<file path="src/hw/kms_pkg.sv">
// Purpose: constants shared by the keyboard matrix scan block
// Assumes: APB word registers, one aligned word each
// Notes:   byte offsets relative to the block base
package kms_pkg;
    localparam int           COL_W          = 8;
    localparam int           ROW_N          = 18;
    localparam int           SEL_W          = 5;
    localparam logic [31:0]  BLOCK_BASE     = 32'h0000_9c00;
    localparam int           ADDR_W         = 8;
    // ------------------------------------------------------------
    // register offsets
    // ------------------------------------------------------------
    localparam logic [7:0]   OFF_RSVD       = 8'h00;
    localparam logic [7:0]   OFF_ROW_SEL    = 8'h04;
    localparam logic [7:0]   OFF_COL_IN     = 8'h08;
    localparam logic [7:0]   OFF_COL_STS    = 8'h0c;
    localparam logic [7:0]   OFF_COL_IEN    = 8'h10;
    localparam logic [7:0]   OFF_EXT_CTL    = 8'h14;
    // ------------------------------------------------------------
    // row select and external control fields
    // ------------------------------------------------------------
    localparam int           POS_PICK_LO    = 0;
    localparam int           POS_ALL_ON     = 5;
    localparam int           POS_SCAN_DIS   = 6;
    localparam int           POS_INVERT     = 7;
    localparam int           POS_PREDRIVE   = 0;
    localparam logic [4:0]   PICK_MAX       = 5'h11;
    localparam logic [4:0]   RST_PICK       = 5'h00;
    localparam logic         RST_SCAN_DIS   = 1'b1;
    // ------------------------------------------------------------
    // timing and power state
    // ------------------------------------------------------------
    localparam int           CLK_MHZ        = 25;
    localparam int           PREDRIVE_NS    = 80;
    localparam int           PREDRIVE_CYC   = (PREDRIVE_NS * CLK_MHZ + 999) / 1000;
    localparam logic [3:0]   PREDRIVE_LOAD  = 4'(PREDRIVE_CYC);
    typedef enum logic {KMS_LOWPWR, KMS_ACTIVE} kms_pwr_t;
endpackage

</file>
<file path="src/hw/kms_scan.sv">
// Purpose: keyboard matrix scan block, APB register slave
// Assumes: column inputs synchronous to nothing; synchronised here
// Notes:   clockless edge capture is modelled on the system clock
//
// Decided for this implementation: the APB slave port and the register addresses.
`timescale 1ns/10ps
`default_nettype none
module kms_scan
    import kms_pkg::*;
#(
    parameter int COLS = kms_pkg::COL_W,
    parameter int ROWS = kms_pkg::ROW_N
) (
    input  wire logic                        clock,
    input  wire logic                        rst,
    input  wire logic                        psel,
    input  wire logic                        penable,
    input  wire logic                        pwrite,
    input  wire logic [kms_pkg::ADDR_W-1:0]  paddr,
    input  wire logic [31:0]                 pwdata,
    output logic      [31:0]                 prdata,
    output logic                             pready,
    output logic                             pslverr,
    input  wire logic [COLS-1:0]             columnIn,
    output logic      [ROWS-1:0]             rowOut,
    output logic      [ROWS-1:0]             rowOutEn,
    input  wire logic                        busClockStopped,
    output logic                             scanIrq,
    output logic                             scanWakeReq,
    output logic                             clockReqStatus2,
    output logic                             sleepHold
);
    import kms_pkg::*;

    // ------------------------------------------------------------
    // decode helpers
    // ------------------------------------------------------------
    function automatic logic [ROWS-1:0] rowDecode(input logic [SEL_W-1:0] pick);
        logic [ROWS-1:0] v;
        v = '0;
        for (int i = 0; i < ROWS; i++) begin
            if (pick == SEL_W'(i)) begin
                v[i] = 1'b1;
            end
        end
        return v;
    endfunction

    // ------------------------------------------------------------
    // apb slave
    // ------------------------------------------------------------
    logic [SEL_W-1:0] rowPick_q, rowPick_d;
    logic             allRowsOn_q, allRowsOn_d;
    logic             scanDisable_q, scanDisable_d;
    logic             invert_q, invert_d;
    logic             predriveEn_q, predriveEn_d;
    logic [COLS-1:0]  colStatus_q, colStatus_d;
    logic [COLS-1:0]  colEnable_q, colEnable_d;
    logic [31:0]      prdata_q, prdata_d;
    logic             pready_q, pready_d;
    logic             pslverr_q, pslverr_d;
    logic [COLS-1:0]  colMeta_q, colSync_q, colPrev_q;
    logic             wrDone, selWrite;
    logic [COLS-1:0]  colFall, stsClear;
    logic             mapped;

    assign wrDone   = psel && penable && pready_q && pwrite;
    assign selWrite = wrDone && paddr == OFF_ROW_SEL;
    // only the second and third stages feed the edge logic
    assign colFall  = colPrev_q & ~colSync_q;

    always_comb begin
        mapped = paddr == OFF_RSVD || paddr == OFF_ROW_SEL || paddr == OFF_COL_IN
              || paddr == OFF_COL_STS || paddr == OFF_COL_IEN || paddr == OFF_EXT_CTL;
        pready_d      = psel && penable && !pready_q;
        pslverr_d     = pready_d && !mapped;
        prdata_d      = prdata_q;
        rowPick_d     = rowPick_q;
        allRowsOn_d   = allRowsOn_q;
        scanDisable_d = scanDisable_q;
        invert_d      = invert_q;
        predriveEn_d  = predriveEn_q;
        colEnable_d   = colEnable_q;
        stsClear      = '0;
        if (pready_d && !pwrite) begin
            case (paddr)
                OFF_ROW_SEL: begin
                    prdata_d = {24'h00_0000, invert_q, scanDisable_q, allRowsOn_q, rowPick_q};
                end
                OFF_COL_IN:  prdata_d = 32'(colSync_q);
                OFF_COL_STS: prdata_d = 32'(colStatus_q);
                OFF_COL_IEN: prdata_d = 32'(colEnable_q);
                OFF_EXT_CTL: prdata_d = 32'(predriveEn_q);
                default:     prdata_d = 32'h0000_0000;
            endcase
        end
        if (wrDone) begin
            case (paddr)
                OFF_ROW_SEL: begin
                    rowPick_d     = pwdata[POS_PICK_LO +: SEL_W];
                    allRowsOn_d   = pwdata[POS_ALL_ON];
                    scanDisable_d = pwdata[POS_SCAN_DIS];
                    invert_d      = pwdata[POS_INVERT];
                end
                OFF_COL_STS: stsClear = pwdata[COLS-1:0];
                OFF_COL_IEN: colEnable_d = pwdata[COLS-1:0];
                OFF_EXT_CTL: predriveEn_d = pwdata[POS_PREDRIVE];
                default: ;
            endcase
        end
        // set beats clear when an edge lands on the clearing write
        colStatus_d = (colStatus_q & ~stsClear) | colFall;
    end

    always_ff @(posedge clock) begin
        if (rst) begin
            rowPick_q     <= RST_PICK;
            allRowsOn_q   <= 1'b0;
            scanDisable_q <= RST_SCAN_DIS;
            invert_q      <= 1'b0;
            predriveEn_q  <= 1'b0;
            colStatus_q   <= '0;
            colEnable_q   <= '0;
            prdata_q      <= 32'h0000_0000;
            pready_q      <= 1'b0;
            pslverr_q     <= 1'b0;
            colMeta_q     <= '1;
            colSync_q     <= '1;
            colPrev_q     <= '1;
        end else begin
            rowPick_q     <= rowPick_d;
            allRowsOn_q   <= allRowsOn_d;
            scanDisable_q <= scanDisable_d;
            invert_q      <= invert_d;
            predriveEn_q  <= predriveEn_d;
            colStatus_q   <= colStatus_d;
            colEnable_q   <= colEnable_d;
            prdata_q      <= prdata_d;
            pready_q      <= pready_d;
            pslverr_q     <= pslverr_d;
            colMeta_q     <= columnIn;
            colSync_q     <= colMeta_q;
            colPrev_q     <= colSync_q;
        end
    end

    assign prdata  = prdata_q;
    assign pready  = pready_q;
    assign pslverr = pslverr_q;

    // ------------------------------------------------------------
    // row drive and pre-drive
    // ------------------------------------------------------------
    logic [ROWS-1:0] rowOut_q, rowOut_d, rowOutEn_q, rowOutEn_d;
    logic [ROWS-1:0] active, activePrev_q, pdMask_q, pdMask_d;
    logic [3:0]      pdCnt_q, pdCnt_d;
    logic            bigPick, level;

    always_comb begin
        bigPick = !allRowsOn_q && rowPick_q > PICK_MAX;
        // above the last row, with all-rows-on clear, every row is on with the level sense flipped
        level   = bigPick ? !invert_q : invert_q;
        if (scanDisable_q) begin
            active = '0;
        end else if (allRowsOn_q || bigPick) begin
            active = '1;
        end else begin
            active = rowDecode(rowPick_q);
        end
        pdMask_d = pdMask_q;
        pdCnt_d  = pdCnt_q;
        if (scanDisable_q || !predriveEn_q) begin
            pdMask_d = '0;
            pdCnt_d  = '0;
        end else if ((activePrev_q & ~active) != '0) begin
            pdMask_d = (pdMask_q | (activePrev_q & ~active)) & ~active;
            pdCnt_d  = PREDRIVE_LOAD;
        end else if (pdCnt_q != 4'h0) begin
            pdCnt_d  = pdCnt_q - 4'h1;
            if (pdCnt_q == 4'h1) begin
                pdMask_d = '0;
            end
        end
        for (int i = 0; i < ROWS; i++) begin
            rowOut_d[i]   = active[i] ? level : 1'b1;
            rowOutEn_d[i] = active[i] || pdMask_d[i];
        end
    end

    always_ff @(posedge clock) begin
        if (rst) begin
            rowOut_q     <= '1;
            rowOutEn_q   <= '0;
            activePrev_q <= '0;
            pdMask_q     <= '0;
            pdCnt_q      <= 4'h0;
        end else begin
            rowOut_q     <= rowOut_d;
            rowOutEn_q   <= rowOutEn_d;
            activePrev_q <= active;
            pdMask_q     <= pdMask_d;
            pdCnt_q      <= pdCnt_d;
        end
    end

    assign rowOut   = rowOut_q;
    assign rowOutEn = rowOutEn_q;

    // ------------------------------------------------------------
    // interrupts, wake and power state
    // ------------------------------------------------------------
    logic     scanIrq_q, scanIrq_d, blocked_q, blocked_d;
    logic     wake_q, wake_d, clkReq_q, clkReq_d;
    kms_pwr_t pwr_q, pwr_d;
    logic     sleepHold_q, sleepHold_d;
    logic     anyTerm;

    always_comb begin
        anyTerm   = |(colStatus_q & colEnable_q);
        blocked_d = blocked_q;
        if (scanIrq_q && !anyTerm) begin
            blocked_d = 1'b1;
        end
        if (&colSync_q || selWrite) begin
            blocked_d = 1'b0;
        end
        // held low while the bus clock is off, fires on resume
        scanIrq_d = anyTerm && !blocked_d && !busClockStopped;
        wake_d    = wake_q;
        clkReq_d  = clkReq_q;
        if (!busClockStopped) begin
            wake_d   = 1'b0;
            clkReq_d = 1'b0;
        end else if ((colFall & colEnable_q) != '0) begin
            wake_d   = 1'b1;
            clkReq_d = 1'b1;
        end
        case (pwr_q)
            KMS_LOWPWR: pwr_d = scanDisable_q ? KMS_LOWPWR : KMS_ACTIVE;
            KMS_ACTIVE: pwr_d = scanDisable_q ? KMS_LOWPWR : KMS_ACTIVE;
            default:    pwr_d = KMS_LOWPWR;
        endcase
        sleepHold_d = pwr_d == KMS_ACTIVE;
    end

    always_ff @(posedge clock) begin
        if (rst) begin
            scanIrq_q   <= 1'b0;
            blocked_q   <= 1'b0;
            wake_q      <= 1'b0;
            clkReq_q    <= 1'b0;
            pwr_q       <= KMS_LOWPWR;
            sleepHold_q <= 1'b0;
        end else begin
            scanIrq_q   <= scanIrq_d;
            blocked_q   <= blocked_d;
            wake_q      <= wake_d;
            clkReq_q    <= clkReq_d;
            pwr_q       <= pwr_d;
            sleepHold_q <= sleepHold_d;
        end
    end

    assign scanIrq         = scanIrq_q;
    assign scanWakeReq     = wake_q;
    assign clockReqStatus2 = clkReq_q;
    assign sleepHold       = sleepHold_q;

    // ------------------------------------------------------------
    // assertions
    // ------------------------------------------------------------
    property p_statusSet;
        @(posedge clock) disable iff (rst) (colFall != '0) |=> ((colStatus_q & $past(colFall)) == $past(colFall));
    endproperty
    a_statusSet: assert property (p_statusSet) else $error("column fall did not set status");

    property p_w1c;
        @(posedge clock) disable iff (rst) (wrDone && paddr == OFF_COL_STS && colFall == '0)
            |=> ((colStatus_q & $past(pwdata[COLS-1:0])) == '0);
    endproperty
    a_w1c: assert property (p_w1c) else $error("write one did not clear status");

    property p_irqOr;
        @(posedge clock) disable iff (rst) scanIrq_q |-> $past(anyTerm);
    endproperty
    a_irqOr: assert property (p_irqOr) else $error("irq without enabled status");

    property p_disableRows;
        @(posedge clock) disable iff (rst) scanDisable_q |=> rowOutEn_q == '0;
    endproperty
    a_disableRows: assert property (p_disableRows) else $error("rows driven while disabled");

    property p_wakeSet;
        @(posedge clock) disable iff (rst) (busClockStopped && (colFall & colEnable_q) != '0)
            |=> scanWakeReq && clockReqStatus2;
    endproperty
    a_wakeSet: assert property (p_wakeSet) else $error("no wake on sleep edge");

    property p_wakeHold;
        @(posedge clock) disable iff (rst) (scanWakeReq && busClockStopped) |=> scanWakeReq;
    endproperty
    a_wakeHold: assert property (p_wakeHold) else $error("wake dropped while clock stopped");

    property p_apbAnswer;
        @(posedge clock) disable iff (rst) (psel && penable && !pready_q) |=> pready_q;
    endproperty
    a_apbAnswer: assert property (p_apbAnswer) else $error("apb access not answered");

    property p_resetDisable;
        @(posedge clock) rst |=> scanDisable_q && !sleepHold_q;
    endproperty
    a_resetDisable: assert property (p_resetDisable) else $error("reset left scan enabled");

    property p_sleepHold;
        @(posedge clock) disable iff (rst) !scanDisable_q ##1 !scanDisable_q |-> sleepHold_q;
    endproperty
    a_sleepHold: assert property (p_sleepHold) else $error("scanning without sleep hold");

    c_irq:      cover property (@(posedge clock) disable iff (rst) $rose(scanIrq_q));
    c_wake:     cover property (@(posedge clock) disable iff (rst) $rose(scanWakeReq));
    c_predrive: cover property (@(posedge clock) disable iff (rst) pdMask_q != '0);
endmodule
`default_nettype wire

</file>
<file path="config.mk">
export PLATFORM = sky130hd
export DESIGN_NAME = kms_scan
export DESIGN_NICKNAME = d
export VERILOG_FILES = /design/src/hw/kms_pkg.sv /design/src/hw/kms_scan.sv
export SDC_FILE = /design/constraint.sdc
export NUM_CORES = 1
export LEC_CHECK = 0
export ABC_AREA = 0
export BUFFER_PORTS_ARGS = -buffer_cell sky130_fd_sc_hd__buf_4
export CAP_MARGIN = 5
export CORE_MARGIN = 8
export CORE_UTILIZATION = 35
export DETAILED_ROUTE_END_ITERATION = 12
export GPL_TIMING_DRIVEN = 0
export PLACE_DENSITY = 0.59
export SETUP_SLACK_MARGIN = 0.15
export SLEW_MARGIN = 20
export SYNTH_ARGS = -nofsm -noshare
export SYNTH_HDL_FRONTEND = slang
export SYNTH_SLANG_ARGS = --single-unit
</file>
<file path="constraint.sdc">
create_clock -name clock -period 2.1 [get_ports clock]
set_input_delay 0.105 -clock clock [delete_from_list [all_inputs] [get_ports clock]]
set_output_delay 0.105 -clock clock [all_outputs]
set_load 0.005 [all_outputs]
</file>
Word-level counts from Yosys, hierarchy flattened
Cells that the tools add are included.
W data, S select, Z words.

storage, ports and cells
  bits of input ports = 54
  register bits = 163

operators by class
  $lt $le $gt $ge = 1
  eq/ne operators = 23
  mux-type cells = 33
  add/subtract/negate cells = 1
  reductions and logical operators = 78
  bitwise operators = 30

operators by type and width
  kind                  number
  $mux W18              6
  $eq A5 B4 Y1 const B  8
  $pmux W8 S5           1
  $reduce_or A2 Y1      20
  $and A18 B18 Y18      2
  $and A8 B8 Y8         4
  $logic_or A1 B1 Y1    26
  $mux W1               22
  $eq A5 B3 Y1 const B  4
  $not A1 Y1            19
  $not A18 Y18          1
  $or A18 B18 Y18       1
  $reduce_bool A18 Y1   1
  $eq A8 B4 Y1 const B  2
  $eq A8 B5 Y1 const B  2
  $mux W8               2
  $not A8 Y8            2
  $logic_and A1 B1 Y1   11
  $eq A5 B2 Y1 const B  2
  $eq A5 B5 Y1 const B  2
  $logic_not A1 Y1      9
  $eq A8 B3 Y1 const B  1
  $logic_not A8 Y1      1
  $or A8 B8 Y8          1
  other kinds (13)      16

Longest topological paths before layout
Gate-level depths: netlist of the first run.

  depth in word-level cells = 12
  mapped depth = 9
  mapped depth without buffers = 8

Worst setup path before layout of the first run
OpenSTA, ideal clock, no wires.

  path type = reg-to-reg
  start point = register rowPick_q[1]
  end point = register rowOutEn_q[8] (netlist: rowOutEn[8])
  arrival = 2.172 ns
  stages on the path, launching flop included = 9
  slack = -0.193 ns
  cells stage by stage = dfxtp_1 -> or4b_2 -> a21oi_2 -> a22oi_1 -> and4_1 -> buf_2 -> nand2_2 -> buf_6 -> mux2_4

between the ends
  word-level cells in the longest chain between the ends = 12
  elaborated cells on any way between the ends = 49

RTL lines
  item                                                  RTL line         RTL
  from (decl)                                           kms_scan.sv:52   logic [SEL_W-1:0] rowPick_q, rowPick_d;
  from (signal assigned)                                kms_scan.sv:131  rowPick_q <= rowPick_d;
  $gt A5 B5 Y1                                          kms_scan.sv:160  bigPick = !allRowsOn_q && rowPick_q > PICK_MAX;
  $logic_and A1 B1 Y1                                   kms_scan.sv:160
  $logic_or A1 B1 Y1                                    kms_scan.sv:165  end else if (allRowsOn_q || bigPick) begin
  $mux W18 *                                            kms_scan.sv:165
  $mux W18 *                                            kms_scan.sv:163  if (scanDisable_q) begin
  branches (longest 6 deep; another with $not A18 Y18)  n/a
  $logic_or A1 B1 Y1 *                                  kms_scan.sv:186  rowOutEn_d[i] = active[i] || pdMask_d[i];
  to (signal assigned)                                  kms_scan.sv:199  rowOutEn_q <= rowOutEn_d;
  to (decl)                                             kms_scan.sv:154  logic [ROWS-1:0] rowOut_q, rowOut_d, rowOutEn_q, rowOutEn_d;

Mark *: on every way between the ends.
A chain may end at the register's enable or synchronous reset.

Worst setup path after layout of the first run
  start point = register rowPick_q[3]
  end point = register rowOutEn_q[14] (netlist: rowOutEn[14])

Same word-level chain as after synthesis.

==> results of run 1 <==
==> cell usage in the layout (no fill, tap or decap), types with 18 or more instances in the layout <==
cell type  synthesis  layout
clkbuf_1          26      19
clkbuf_16          0      18
nor2_1            68      67
a21oi_1           65      54
buf_4             29     136
dfxtp_1          139     133
or2_2             29      29
conb_1             1      24
nand2_1           69      69
==> worst min-delay path, cell delays in order <==
cell and delay [ps]:
buf_4 110, nand2_1 110, nor3_1 70
==> repair_timing <==
item	in CTS	in global routing
endpoints found under the hold margin	28	0
endpoints found under the setup margin	73	98
pin swaps	14	25
gates cloned	2	1
hold buffers	17	0
resized for setup	47	79
buffers inserted	18	17
==> flip-flops by register name, indices dropped and copies added (netlist names), 4 cells and up <==
signal        count
activePrev_q     18
colEnable_q       8
colMeta_q         8
colPrev_q         8
colStatus_q       8
colSync_q         8
pdCnt_q           4
pdMask_q         18
prdata            8
rowOut           18
rowOutEn         18
rowPick_q         5
==> per-layer routing <==
metal	track usage [%]	up-vias	wire length, um
met2	27.5	166	8840
met4	6.39	0	439
li1	-	2680	-
met5	0	-	0
met1	18.5	2539	7350
met3	5.47	44	1020
==> kinds of logic (layout without fill, tap and decap cells) <==
group                    count (synthesis)  after routing
AND/OR/NAND/NOR                        254            254
XOR/XNOR                                 3              3
buffers and inverters                   83            248
other                                    1             24
multiplexers                            15             15
adder cells (fa/ha/maj)                  3              3
AO/OA/AOI/OAI                          168            168
flip-flops                             139            139
==> power by group through the flow <==
stage / combinational (mW) / sequential [mW] / clock (mW)
2_1_floorplan: 0.0985 / 2.73 / 0
6_report: 0.205 / 2.68 / 3.04
3_3_place_gp: 0.171 / 2.74 / 0
3_5_place_dp: 0.171 / 2.74 / 0
4_1_cts: 0.199 / 2.68 / 3.11
5_1_grt: 0.224 / 2.68 / 3.23
==> metrics by stage <==
step	power, mW	hold WS, ps	setup slack (ps)	cells
global route	6.14	9.05	-365	1074
detailed placement	2.91	292	-740	987
global placement	2.91	289	-656	987
CTS	5.99	3.67	-367	1056
floorplan	2.83	195	-132	689
finish	5.93	10.6	-299	1074
==> cell type report <==
class	instances	area, um^2
sequential	139	2800
clock buffer	19	433
clock inverter	13	166
inverter	17	63.8
timing repair buffer	133	1110
tap	220	275
multi-input combinational	467	3230
fill	1572	8020
buffer	66	493
==> path summary, 6_finish.rpt <==
check,slack [ps],cells past startpoint,end
min,10,3,pready
min reg2reg,410,1,colSync_q[4]
max,-300,10,rowOutEn[14]
max reg2reg,-300,10,rowOutEn[14]
==> out/results.ini, run 1 <==
[global_routing]
antenna_found_initial = 0
grt_pass1_vias = 5339
track_usage_pct = 16.2
grt_pass1_wl_mm = 27.8
grt_max_degree = 17
grt.overflow.total = 0

[placement]
dpl.hpwl_mm = 12.2
dpl_cell_area_um2 = 6930
io_buffers = 78
place.gp.congestion = 0.875

[logic_synthesis]
yosysMostFrequentCell = dfxtp_1
synth.top_cell.area_share_pct = 47.0
postSynth.asyncResetShare_pct = 0
syn_area_um2 = 5920
synth_xor_area_share_pct = 0.444
synthMuxAreaShare_pct = 2.77
synth_area_leaders = dfxtp_1 (47%), a21oi_1 (5.5%), nand2_1 (4.4%), nor2_1 (4.3%), buf_4 (3.7%)
syn_avg_cell_area_um2 = 8.89
synth_fa_ha_area_share_pct = 0.634
synth_edf_count = 0
synth_top_family_by_area = simple AND/OR/NAND/NOR gates
yosys.area_share.simple_pct = 21.9
synth_compound_area_share_pct = 19.7
synth_area_leader_cell = dfxtp_1
synthCells = 666
synth_ff_type = dfxtp_1
synth-seq-area-share_pct = 47.0
synth.top_cells.by_count = dfxtp_1 (139), nand2_1 (69), nor2_1 (68)
ys_ff_latch = 139
yosysWarningCount = 0
synth.distinct_cells = 74

[clock_network]
cts_tree = done
cts_buffer_depth = 2
cts-htree-levels = 4
clk_pin_slew_ps = 60
cts_sinks = 139
cts_root_buf = clkbuf_16
cts_buffers = 17
insertion_delay_ps = 430

[timing]
clock_skew_ps = 10.6
max-slew-margin-rel_pct = 58.1
post-route-min-period_ps = 2400
fin_setup_tns_ps = -8260
finalHoldViolCount = 0
grt_setup_unrepaired = true
period_share_pct = 114
worstMarginPinSlew_ps = 629
setup_viol = 40
report.final.slew_viol_count = 0
setup_ws_ps = -299
fmax_ghz = 0.417

[routing]
wl_mm = 17.6
avgRoutedWirePerCell_um = 16.4
firstDrtPassIters = 6
vias = 5429
drc = 0
drt_iter0_markers = 479
viasPerCell = 5.05
ant_nets = 0

[worst_setup_path]
crit_arrival_ps = 2710
endpoint_kind = flop
worstSetupStartpoint = rowPick_q[3]
path_max_fanout = 5
crit_buf_inv = 4
cp-start-kind = flop
critPathMostFrequentCell = buf_6
required_ps = 2420
critPathKind = reg -> reg
crit_family = simple AND/OR/NAND/NOR gates
critPathMaxStageDelay_ps = 380
slowest_stage = or3_4
path_cells = or3_4 > buf_6 > o32a_1 > a22oi_2 > buf_4 > nand4_4 > nor3_4 > buf_6 > buf_8 > o31ai_4
rr_startpoint = rowPick_q[3]

[min_path]
hold_path.class = in -> reg
hold_path.startpoint = penable

[power]
pwr-share-clk_pct = 51.4
p_int_mw = 4.65
swShare_pct = 21.6
vdd_drop_max_mv = 0.610
seqPwrFrac_pct = 45.2
pwr-share-comb_pct = 3.5
p_leak_nw = 3.33
switchingPower_mw = 1.28
cellPowerDensity_nw_per_um2 = 692

[finish]
layout-drive-gt1-share_pct = 36.2
syn_to_final_growth_pct = 44.6
fin_nets = 898
final_area_um2 = 8560
post-route-util_pct = 51.6
diodes = 0

[floorplanning]
core_region_area_um2 = 16600
row_count = 47
die_area_um2 = 21300
die_h_um = 146
ioPinCount = 128
die_w_um = 146
initial_core_util_pct = 35.7

[job]
drv_cap = 0

[outcome]
outcome = finished, violations left
violations = negative setup slack

No activity file was read; power rests on OpenSTA's default activity.
==> inputs of run 2 (changes only) <==
Settings changed: CORE_UTILIZATION 35 to 49, CTS_CLUSTER_SIZE set to 30, HOLD_SLACK_MARGIN set to 0.06, PLACE_DENSITY 0.59 to 0.78.
==> run 2 against run 1 <==
- via count is 11% higher
- critical path type unchanged
- largest power group unchanged
- flip-flop and latch count stayed put
- the flow still finishes with violations (negative setup slack)
- hold slack better by 88 ps
- core utilization is 21 points higher
- clock power hardly changed
==> out/results.ini, run 2 (synthesis gave the netlist of run 1 again) <==
[global_routing]
antenna_found_initial = 0  ; unchanged
grt.overflow.total = 0  ; unchanged
grt_max_degree = 17  ; unchanged
track_usage_pct = 23.7  ; +7.5 points
grt_pass1_wl_mm = 30.3  ; +9.2%
grt_pass1_vias = 5993  ; +12%

[clock_network]
cts_buffer_depth = 2  ; unchanged
cts_sinks = 139  ; unchanged
cts_root_buf = clkbuf_16
cts_tree = done
cts-htree-levels = 4  ; unchanged
clk_pin_slew_ps = 60  ; about the same
cts_buffers = 17  ; unchanged
insertion_delay_ps = 430  ; about the same

[floorplanning]
row_count = 40  ; -15%
initial_core_util_pct = 49.7  ; +14 points
core_region_area_um2 = 11900  ; -28%
ioPinCount = 128  ; unchanged
die_w_um = 126  ; -14%
die_h_um = 126  ; -14%
die_area_um2 = 15900  ; -26%

[power]
p_leak_nw = 3.38  ; +1.6%
vdd_drop_max_mv = 0.511  ; -16%
cellPowerDensity_nw_per_um2 = 692  ; about the same

[placement]
dpl_cell_area_um2 = 6850  ; -1.2%
dpl.hpwl_mm = 12.0  ; -0.97%
place.gp.congestion = 0.871  ; -0.53%
dp.cells = 914  ; -7.4%
io_buffers = 78  ; unchanged

[worst_setup_path]
path_max_fanout = 5  ; unchanged
required_ps = 2410  ; about the same
crit_arrival_ps = 2860  ; +150 ps
cp-start-kind = flop
critPathKind = reg -> reg
endpoint_kind = flop

[routing]
dr_wl_met3_mm = 1.80  ; +77%
dr_wl_met2_mm = 10.0  ; +13%
drc = 0  ; unchanged
avgRoutedWirePerCell_um = 20.5  ; +25%
top_layer = met4
wl_mm = 20.5  ; +16%
ant_nets = 0  ; unchanged
drt_iter0_markers = 833  ; +74%
viasPerCell = 6.00  ; +19%
vias = 6023  ; +11%
firstDrtPassIters = 9  ; +3
met1_length_mm = 7.53  ; +2.5%

[finish]
syn_to_final_growth_pct = 45.7
final_area_um2 = 8630  ; +0.76%
final_cells = 1004  ; -6.5%
diodes = 0  ; unchanged
final_common_cell = dfxtp_1
fin_nets = 902  ; +0.45%
num-fill-cells = 813  ; -48%
layout_common_cells = dfxtp_1 (134), buf_4 (130), nand2_1 (69)
layout-drive-gt1-share_pct = 36.4  ; +0.22 points

[timing]
report.final.slew_viol_count = 0  ; unchanged
post-route-min-period_ps = 2560  ; +159 ps
finalHoldViolCount = 0  ; unchanged
holdWs_ps = 98.8  ; +88.2 ps
setup_ws_ps = -457  ; -159 ps
max-slew-margin-rel_pct = 53.4  ; -4.7 points
grt_setup_unrepaired = true
worstMarginPinSlew_ps = 700  ; +71.0 ps
clock_skew_ps = 9.33  ; -1.28 ps
period_share_pct = 122  ; +7.6 points
setup_viol = 40  ; unchanged
fmax_ghz = 0.391  ; -6.2%

[outcome]
outcome = finished, violations left
violations = negative setup slack

[job]
drv_cap = 0  ; unchanged

[min_path]
hold_path.class = in -> reg

-- run 2: changes by cell type in the layout (fill, tap and decap cells not counted), moves of 4 or more --
cell / previous run / this run
buf_4: 136 / 130
buf_6: 8 / 18
nor3_1: 4 / 9
nor4_2: 7 / 2
nor3_2: 10 / 5
buf_8: 7 / 3
-- run 2: path summary, 6_finish.rpt --
check,from,end,slack (ps),cells past startpoint
min,paddr[2],predriveEn_q,100,5
min reg2reg,colMeta_q[0],colSync_q[0],410,1
max,rowPick_q[0],rowOutEn[14],-460,12
max reg2reg,rowPick_q[0],rowOutEn[14],-460,12
-- run 2: final cells by class --
cell class                      instances  area [um^2]  area share [%]
Timing Repair Buffer                  138         1200            13.9
Inverter                               17         63.8           0.740
Multi-Input combinational cell        467         3280            38.0
Clock inverter                         11          144            1.67
Buffer                                 65          500            5.80
Sequential cell                       139         2800            32.4
Tap cell                              147          184            2.13
Clock buffer                           20          457            5.29
-- run 2: power breakdown --
group          switching, mW  leakage, nW  total, mW  internal (mW)
Sequential            0.0175         1.13       2.68           2.66
Combinational         0.0964         1.97      0.213          0.117
Clock                   1.16        0.284       3.07           1.92
Total                   1.27         3.38       5.97           4.70
-- run 2: timing repair --
item,4_1_cts,5_1_grt
cloned,1,2
hold buffers,19,0
setup buffers,30,8
gates resized for setup,75,66
endpoints found under the setup margin,65,92
hold endpoints to repair,36,0
pin swaps,27,18
-- run 2: metrics by stage --
| stage | setup slack [ps] | util, % | TNS, ps | total power, mW |
|---|---|---|---|---|
| 5_1_grt | -547 | 72.4 | -16170 | 6.10 |
| 6_report | -457 | 72.4 | -15590 | 5.97 |
| 3_5_place_dp | -739 | 57.5 | -30990 | 2.91 |
| 2_1_floorplan | -132 | - | -1790 | 2.83 |
| 4_1_cts | -338 | 69.4 | -10230 | 5.94 |
| 3_3_place_gp | -629 | 57.4 | -32580 | 2.91 |
-- run 2: metal layers --
layer | global-route usage, % | vias to the layer above
met2 | 41.5 | 392
met4 | 14.6 | 0
met5 | 0 | -
met3 | 6.71 | 127
li1 | - | 2692
met1 | 24.8 | 2812
-- run 2: worst max-delay path, stage by stage, from the launching register on --
cell,delay [ps]
dfxtp_4,360
buf_6,120
buf_6,100
and4bb_2,320
a2111oi_4,60
a222oi_1,450
buf_4,230
o211ai_4,120
nor3_4,200
buf_6,150
buf_12,110
buf_8,120
o31ai_4,70
